`src/verilog/cfg_loader_pkg.sv`:
```
/*
 Package for the power-up configuration loader: sizes, timing constants,
 loader states and the packed carriers shared by the loader and the limiter.
 Assumes a 40 MHz device clock.
*/
package cfg_loader_pkg;

   // Configuration image layout: two limit bytes per margining channel
   localparam int NUM_DAC = 6;
   localparam int CFG_WORDS = 2 * NUM_DAC;
   localparam int CFG_ADDR_W = 4;
   localparam int DAC_W = 8;

   // Word index of each limit inside the image
   localparam logic [CFG_ADDR_W-1:0] LOWER_BASE = 4'h0;
   localparam logic [CFG_ADDR_W-1:0] UPPER_BASE = 4'h6;

   // Reset values
   localparam logic [DAC_W-1:0] LIMIT_RESET = 8'h00;

   // Timing
   localparam longint CLK_HZ = 40000000;
   localparam longint SE_DELAY_NS = 500000;  // 0.5 ms
   localparam longint SE_DELAY_CYC = (SE_DELAY_NS * CLK_HZ) / 1000000000;
   localparam int DELAY_W = 16;

   // Loader sequence
   typedef enum logic [2:0] {
      LD_IDLE,
      LD_READ,
      LD_WAIT,
      LD_XFER,
      LD_DELAY,
      LD_SEFETCH,
      LD_RUN
   } loader_state_t;

   // One margining channel's limits
   typedef struct packed {
      logic [DAC_W-1:0] lower;
      logic [DAC_W-1:0] upper;
   } dac_limits_t;

   // Limiter result for one channel
   typedef struct packed {
      logic [DAC_W-1:0] code;
      logic bufferEnable;
   } dac_drive_t;

endpackage

```
`src/verilog/dac_limiter.sv`:
```
/*
 Clips one margining DAC code between its lower and upper limits and
 disables the output buffer when the limits are inverted.
 Assumes limits and code are stable register outputs on the same clock.
*/
`timescale 1ns/1ps
module dac_limiter (
   input wire logic clk,
   input wire logic rst_b,
   input wire logic [7:0] writtenCode,
   input wire cfg_loader_pkg::dac_limits_t limits,
   output cfg_loader_pkg::dac_drive_t drive
);

   cfg_loader_pkg::dac_drive_t drive_d;

   // Clip against limits; inverted limits three-state the buffer
   always_comb begin
      drive_d.bufferEnable = !(limits.lower > limits.upper);
      if (writtenCode < limits.lower) begin
         drive_d.code = limits.lower;
      end else if (writtenCode > limits.upper) begin
         drive_d.code = limits.upper;
      end else begin
         drive_d.code = writtenCode;
      end
   end

   // Registered result
   always_ff @(posedge clk or negedge rst_b) begin
      if (!rst_b) begin
         drive <= '0;
      end else begin
         drive <= drive_d;
      end
   end

endmodule // dac_limiter

```
`src/verilog/config_download_dac_limiter.sv`:
```
/*
 Power-up configuration loader with margining DAC limiting.
 Copies the nonvolatile image into staging latches, then transfers all to
 the active latches in one pulse, waits, and fetches the first sequencer
 state. Serial access is refused until loading is done.
 Assumes a nonvolatile memory with a read request and one-shot data valid,
 and a supply monitor whose levels come from the analog domain.
*/
`timescale 1ns/1ps

// Notes on behaviour
// - Each setting has a staging latch and an active latch, staging written first.
// - Every power-up restores the latches from nonvolatile memory.
// - Driver outputs float unpowered, weakly pulled low once any supply is present.
// - Copying starts only after undervoltage lockout releases.
// - Fill all staging latches, then pulse all active copies at once.
// - Fixed 0.5 ms after load completes, fetch the first sequencer state.
// - Bus transactions before load completion get a not-acknowledge.
// - Applied DAC code is the written code clipped to the limits.
// - Lower limit above upper limit forces the DAC buffer off.
// - DAC limits are part of the downloaded configuration.
// - DAC codes and limits are eight-bit unsigned.
module config_download_dac_limiter (
   input wire logic clk,
   input wire logic rst_b,
   input wire logic supplyPresent,
   input wire logic lockoutReleased,
   output logic nvReadReq,
   output logic [3:0] nvAddr,
   input wire logic nvReadValid,
   input wire logic [7:0] nvReadData,
   output logic seFetchReq,
   input wire logic seFetchDone,
   input wire logic busStart,
   output logic busAckAllow,
   output logic loadComplete,
   output logic driverWeakPull,
   output logic driverHighZ,
   input wire logic [47:0] dacCodeRegister,
   output logic [47:0] dacCode,
   output logic [5:0] dacBufferEnable
);

   localparam int N = cfg_loader_pkg::NUM_DAC;
   localparam int W = cfg_loader_pkg::CFG_WORDS;

   logic supplyMeta_q;
   logic supplySync_q;
   logic lockMeta_q;
   logic lockSync_q;
   cfg_loader_pkg::loader_state_t state_q;
   logic [3:0] index_q;
   logic [7:0] staging_q [W];
   logic [7:0] active_q [W];
   logic transferPulse_q;
   logic [cfg_loader_pkg::DELAY_W-1:0] delay_q;
   logic nakPending_q;
   cfg_loader_pkg::dac_drive_t drive [N];

   // Two-stage synchronisers for the analog supply levels
   always_ff @(posedge clk or negedge rst_b) begin
      if (!rst_b) begin
         supplyMeta_q <= 1'b0;
         supplySync_q <= 1'b0;
         lockMeta_q <= 1'b0;
         lockSync_q <= 1'b0;
      end else begin
         supplyMeta_q <= supplyPresent;
         supplySync_q <= supplyMeta_q;
         lockMeta_q <= lockoutReleased;
         lockSync_q <= lockMeta_q;
      end
   end

   // Driver outputs float until a supply appears, then weak pull-down
   always_ff @(posedge clk or negedge rst_b) begin
      if (!rst_b) begin
         driverHighZ <= 1'b1;
         driverWeakPull <= 1'b0;
      end else begin
         driverHighZ <= !supplySync_q;
         driverWeakPull <= supplySync_q;
      end
   end

   // Loader sequence
   always_ff @(posedge clk or negedge rst_b) begin
      if (!rst_b) begin
         state_q <= cfg_loader_pkg::LD_IDLE;
      end else begin
         unique case (state_q)
            cfg_loader_pkg::LD_IDLE: begin
               if (lockSync_q) begin
                  state_q <= cfg_loader_pkg::LD_READ;
               end
            end
            cfg_loader_pkg::LD_READ: begin
               state_q <= cfg_loader_pkg::LD_WAIT;
            end
            cfg_loader_pkg::LD_WAIT: begin
               if (nvReadValid) begin
                  if (index_q == 4'(W - 1)) begin
                     state_q <= cfg_loader_pkg::LD_XFER;
                  end else begin
                     state_q <= cfg_loader_pkg::LD_READ;
                  end
               end
            end
            cfg_loader_pkg::LD_XFER: begin
               state_q <= cfg_loader_pkg::LD_DELAY;
            end
            cfg_loader_pkg::LD_DELAY: begin
               if (delay_q == cfg_loader_pkg::DELAY_W'(cfg_loader_pkg::SE_DELAY_CYC - 1)) begin
                  state_q <= cfg_loader_pkg::LD_SEFETCH;
               end
            end
            cfg_loader_pkg::LD_SEFETCH: begin
               if (seFetchDone) begin
                  state_q <= cfg_loader_pkg::LD_RUN;
               end
            end
            cfg_loader_pkg::LD_RUN: begin
               state_q <= cfg_loader_pkg::LD_RUN;
            end
         endcase
      end
   end

   // Image word index
   always_ff @(posedge clk or negedge rst_b) begin
      if (!rst_b) begin
         index_q <= 4'h0;
      end else if (state_q == cfg_loader_pkg::LD_WAIT && nvReadValid) begin
         index_q <= index_q + 4'h1;
      end
   end

   // Read request and address toward nonvolatile memory
   always_ff @(posedge clk or negedge rst_b) begin
      if (!rst_b) begin
         nvReadReq <= 1'b0;
         nvAddr <= 4'h0;
      end else begin
         nvReadReq <= (state_q == cfg_loader_pkg::LD_READ);
         nvAddr <= index_q;
      end
   end

   // Staging and active latch pairs, one per image word
   generate
      for (genvar i = 0; i < W; i++) begin : g_latch
         always_ff @(posedge clk or negedge rst_b) begin
            if (!rst_b) begin
               staging_q[i] <= cfg_loader_pkg::LIMIT_RESET;
            end else if (state_q == cfg_loader_pkg::LD_WAIT && nvReadValid
                         && index_q == 4'(i)) begin
               staging_q[i] <= nvReadData;
            end
         end
         always_ff @(posedge clk or negedge rst_b) begin
            if (!rst_b) begin
               active_q[i] <= cfg_loader_pkg::LIMIT_RESET;
            end else if (transferPulse_q) begin
               active_q[i] <= staging_q[i];
            end
         end
      end
   endgenerate

   // Single staging-to-active pulse after the last staging write
   always_ff @(posedge clk or negedge rst_b) begin
      if (!rst_b) begin
         transferPulse_q <= 1'b0;
      end else begin
         transferPulse_q <= (state_q == cfg_loader_pkg::LD_XFER);
      end
   end

   // Load-complete flag, set once the active copies are written
   always_ff @(posedge clk or negedge rst_b) begin
      if (!rst_b) begin
         loadComplete <= 1'b0;
      end else if (transferPulse_q) begin
         loadComplete <= 1'b1;
      end
   end

   // Sequencer delay counter, started by the load-complete flag
   always_ff @(posedge clk or negedge rst_b) begin
      if (!rst_b) begin
         delay_q <= '0;
      end else if (state_q == cfg_loader_pkg::LD_DELAY && loadComplete) begin
         delay_q <= delay_q + 1'b1;
      end
   end

   // First sequencer state fetch request, held until done
   always_ff @(posedge clk or negedge rst_b) begin
      if (!rst_b) begin
         seFetchReq <= 1'b0;
      end else begin
         seFetchReq <= (state_q == cfg_loader_pkg::LD_SEFETCH) && !seFetchDone;
      end
   end

   // A transaction started before load completion is refused throughout
   always_ff @(posedge clk or negedge rst_b) begin
      if (!rst_b) begin
         nakPending_q <= 1'b0;
      end else if (busStart) begin
         nakPending_q <= !loadComplete;
      end
   end

   // Acknowledge permission toward the serial interface
   always_ff @(posedge clk or negedge rst_b) begin
      if (!rst_b) begin
         busAckAllow <= 1'b0;
      end else begin
         busAckAllow <= loadComplete && !(busStart ? 1'b0 : nakPending_q);
      end
   end

   // Per-channel limiter from the active limit copies
   generate
      for (genvar c = 0; c < N; c++) begin : g_dac
         cfg_loader_pkg::dac_limits_t lim;
         assign lim.lower = active_q[cfg_loader_pkg::LOWER_BASE + c];
         assign lim.upper = active_q[cfg_loader_pkg::UPPER_BASE + c];
         dac_limiter u_lim (
            .clk(clk),
            .rst_b(rst_b),
            .writtenCode(dacCodeRegister[c*8 +: 8]),
            .limits(lim),
            .drive(drive[c])
         );
         assign dacCode[c*8 +: 8] = drive[c].code;
         assign dacBufferEnable[c] = drive[c].bufferEnable;
      end
   endgenerate

endmodule // config_download_dac_limiter

```
`config.mk`:
```
export PLATFORM = sky130hd
export DESIGN_NAME = config_download_dac_limiter
export DESIGN_NICKNAME = d
export VERILOG_FILES = /design/src/verilog/cfg_loader_pkg.sv /design/src/verilog/dac_limiter.sv /design/src/verilog/config_download_dac_limiter.sv
export SDC_FILE = /design/constraint.sdc
export NUM_CORES = 1
export LEC_CHECK = 0
export BUFFER_PORTS_ARGS = -buffer_cell sky130_fd_sc_hd__buf_2
export CELL_PAD_IN_SITES_DETAIL_PLACEMENT = 2
export CELL_PAD_IN_SITES_GLOBAL_PLACEMENT = 2
export CORE_ASPECT_RATIO = 0.75
export CORE_MARGIN = 1
export CORE_UTILIZATION = 36
export DETAILED_ROUTE_END_ITERATION = 8
export PLACE_DENSITY_LB_ADDON = 0.15
export SLEW_MARGIN = 30
export SYNTH_ARGS = -nofsm -noshare
export SYNTH_HDL_FRONTEND = slang
export SYNTH_SLANG_ARGS = --single-unit
```
`constraint.sdc`:
```
create_clock -name clk -period 1.9 [get_ports clk]
set_clock_uncertainty 0.1 [all_clocks]
set_input_delay 0.475 -clock clk [delete_from_list [all_inputs] [get_ports clk]]
set_output_delay 0.475 -clock clk [all_outputs]
set_load 0.01 [all_outputs]
```
==> run summary <==
EDFF count, synth: 0
average cell area after synthesis: 10.72 um^2
proportion of power drawn by combinational gates: 12.3%
Starting Density: 36.78%
Die H: 179.2 um
P per Cell Area: 678.4 mW/mm^2
Synth area leader: dfrtp_1
final net count: 2057
worst hold stages: 2
DP Wirelength: 37.72 mm
R2R Path Start: active_q[11]
Max Root-Sink Buffers: 3
Max Fclk: 449.3 MHz
Max-Cap Viols: 0
maximum fanout along the worst path: 4
fill cell count: 3923
# rows: 64
reg2reg setup slack: -330 ps
worst min path class: input port to flip-flop
total number of vias: 14.21k
Critical Path Start Type: flip-flop
clk sinks: 285
CTS clock-pin slew for the worst setup and hold paths: 70 ps
Routed WL per cell: 29.89 um
Storage cell area: 0.007141 mm^2
WS Path Type: flip-flop to flip-flop
Worst-Skew Late Latency: 550 ps
final worst-path cycle share: 117.1%
ranking of synthesized cells by area: dfrtp_1, ha_1, mux2_1
Initial DRC Count: 812
Root Driver: clkbuf_16
drt pass-1 iters: 5
Mapped Nets: 1613
Multi-input gate area: 0.009553 mm^2
Seq pwr share: 40.9%
DR vias/cell: 5.832
ys flop type: dfrtp_1
GRT Total Usage: 29.40%
Ys Warns: 0
RSZ-0062 raised after global routing: yes
r2r endpoint: g_dac[4].u_lim.drive[7]
total grt overflow: 0
Leakage: 10.11 nW
Sw Pwr: 0.004095 W
final count of hold timing violations: 0
VDD IR max: 0.0005045 V
Layout Utilization: 54.72%
vias in the first global route: 15.53k
Hold Startpoint: seFetchDone
Yosys cell types: 58
Synth top area share: 47.13%
failing checks: negative setup slack
initial antenna violation count: 2
Area after DPL: 0.01883 mm^2
Sw Share: 26.91%
share of cells above drive strength 1: 48.51%
final worst-path setup slack: -325.5 ps
R2R cell count: 9
# IOs: 127
number of remaining DRC errors: 0
most frequent cells in the layout: buf_4, dfrtp_1, buf_2
Die Area: 0.04271 mm^2
Hold Path End: seFetchReq
Worst Path Arrival: 2520 ps
Final Instance Area: 0.02243 mm^2
Seq/Total Area, Yosys: 47.31%
worst relative slew slack: 65.39%
max-slew violation count: 0
Mapped Cells: 1407
CP Capture Type: flip-flop
status: finished, violations left
Antenna Violating Nets Remaining: 0
GPL Wtd Cong: 0.8257
maximum number of pins on one net before global-route repair: 56
clock power share: 46.9%
Syn Std Cell Area: 0.01508 mm^2
Cell Int Power: 0.01112 W
H-tree depth: 2
Port Buffers: 126
core area: 0.04100 mm^2
Die Wd: 238.3 um
CTS tree: done
first-pass GRT wire length: 95.64 mm
Final min period: 2226 ps
DRT Wirelength: 72.81 mm
number of synthesized register bits: 285
TritonCTS buffer count: 34
setup violators final: 52
Slew @ Worst Pin: 519.0 ps
commonest non-fill, non-tap cell in the layout: buf_4
Async SR Flop Fraction: 100.0%
synth-to-layout area growth: 48.78%
Req. time, crit path: 2190 ps
## metrics by stage
step | setup slack (ps) | setup TNS (ps) | std cells | hold WS [ps] | power (W)
2_1_floorplan | -64.30 | -1475 | 1407 | 79.41 | 0.006926
3_5_place_dp | -694.1 | -22110 | 2295 | 242.7 | 0.007662
4_1_cts | -126.6 | -1634 | 2420 | 28.41 | 0.01494
6_report | -325.5 | -8040 | 2436 | 45.92 | 0.01522
3_3_place_gp | -535.1 | -17100 | 2295 | 239.6 | 0.007600
5_1_grt | -342.0 | -12120 | 2436 | 34.06 | 0.01561
## how the worst max path moves through the flow
stage	cells after the start	to	from
after CTS	7	g_dac[5].u_lim.drive[5]	active_q[50]
after floorplan	7	g_dac[1].u_lim.drive[1]	dacCodeRegister[8]
final	9	g_dac[4].u_lim.drive[7]	active_q[11]
after global placement	7	g_dac[5].u_lim.drive[1]	dacCodeRegister[40]
after detailed placement	7	g_dac[5].u_lim.drive[5]	dacCodeRegister[40]
after global routing	9	g_dac[4].u_lim.drive[7]	active_q[11]
## sequential cells by signal, indices dropped and copies added, names as in the netlist, 3 cells and up
name / count
active_q: 96
staging_q: 96
delay_q: 16
index_q: 4
state_q: 3
g_dac.u_lim.drive: 54
nvAddr: 4
## cell families after synthesis
logic type / synth area share (%)
AOI/OAI and AO/OA: 14.26
adders and majority gates: 11.87
muxes: 8.555
xor gates and xnor gates: 1.104
DFF: 47.31
and+or+nand+nor: 12.56
buffers and inverters: 4.348
## power by group through the flow
stage | logic, W | clock network (W) | registers, W
2_1_floorplan | 0.000547 | 0 | 0.00638
3_3_place_gp | 0.00127 | 0 | 0.00633
3_5_place_dp | 0.00134 | 0 | 0.00633
4_1_cts | 0.00165 | 0.00707 | 0.00622
5_1_grt | 0.00196 | 0.00742 | 0.00622
6_report | 0.00187 | 0.00713 | 0.00622
## cell usage after synthesis (all sizes together), types with 7 or more instances
library cell and n:
dfrtp 284, ha 143, nand2 133, o21ai 112
inv 106, mux2 103, nand3 102, a21oi 76
a22oi 40, a311oi 40, nand4 39, clkbuf 38
nor2 23, buf 18, nor2b 17, a21o 15
xnor2 14, nand2b 12, o21a 11, a41oi 8
and4 7, o211ai 7
## worst max-delay path, stage by stage, from the launching register on
cell and delay, ps:
dfrtp_1 410, inv_2 100, ha_4 210, buf_4 140
a21oi_1 230, buf_4 180, buf_4 170, a21oi_4 70
a311oi_2 310, a22oi_1 130
## area by class of cell
type,count,area share [%]
antenna,1,0.01116
clock buffer,44,4.323
clock inverter,15,0.8924
inverter,106,1.841
multi-input combinational,969,42.58
sequential,285,31.83
tap,561,3.129
timing repair buffer,455,15.39
## what timing repair did
action	in CTS	in global routing
endpoints found under the hold margin	30	0
endpoints found under the setup margin	86	107
hold buffers	3	0
gates resized for setup	221	141
setup buffers	52	18
pin swaps	145	99
gates cloned	11	2
## routing by layer
metal / GRT usage [%] / up-vias / share of wire [%]
met5: 0 / - / 0
met2: 51.68 / 494 / 51
met1: 37.26 / 7487 / 41
li1: - / 6045 / -
met4: 9.722 / 0 / 3.3
met3: 4.034 / 181 / 4.3
(Power assumes the default switching activity.)
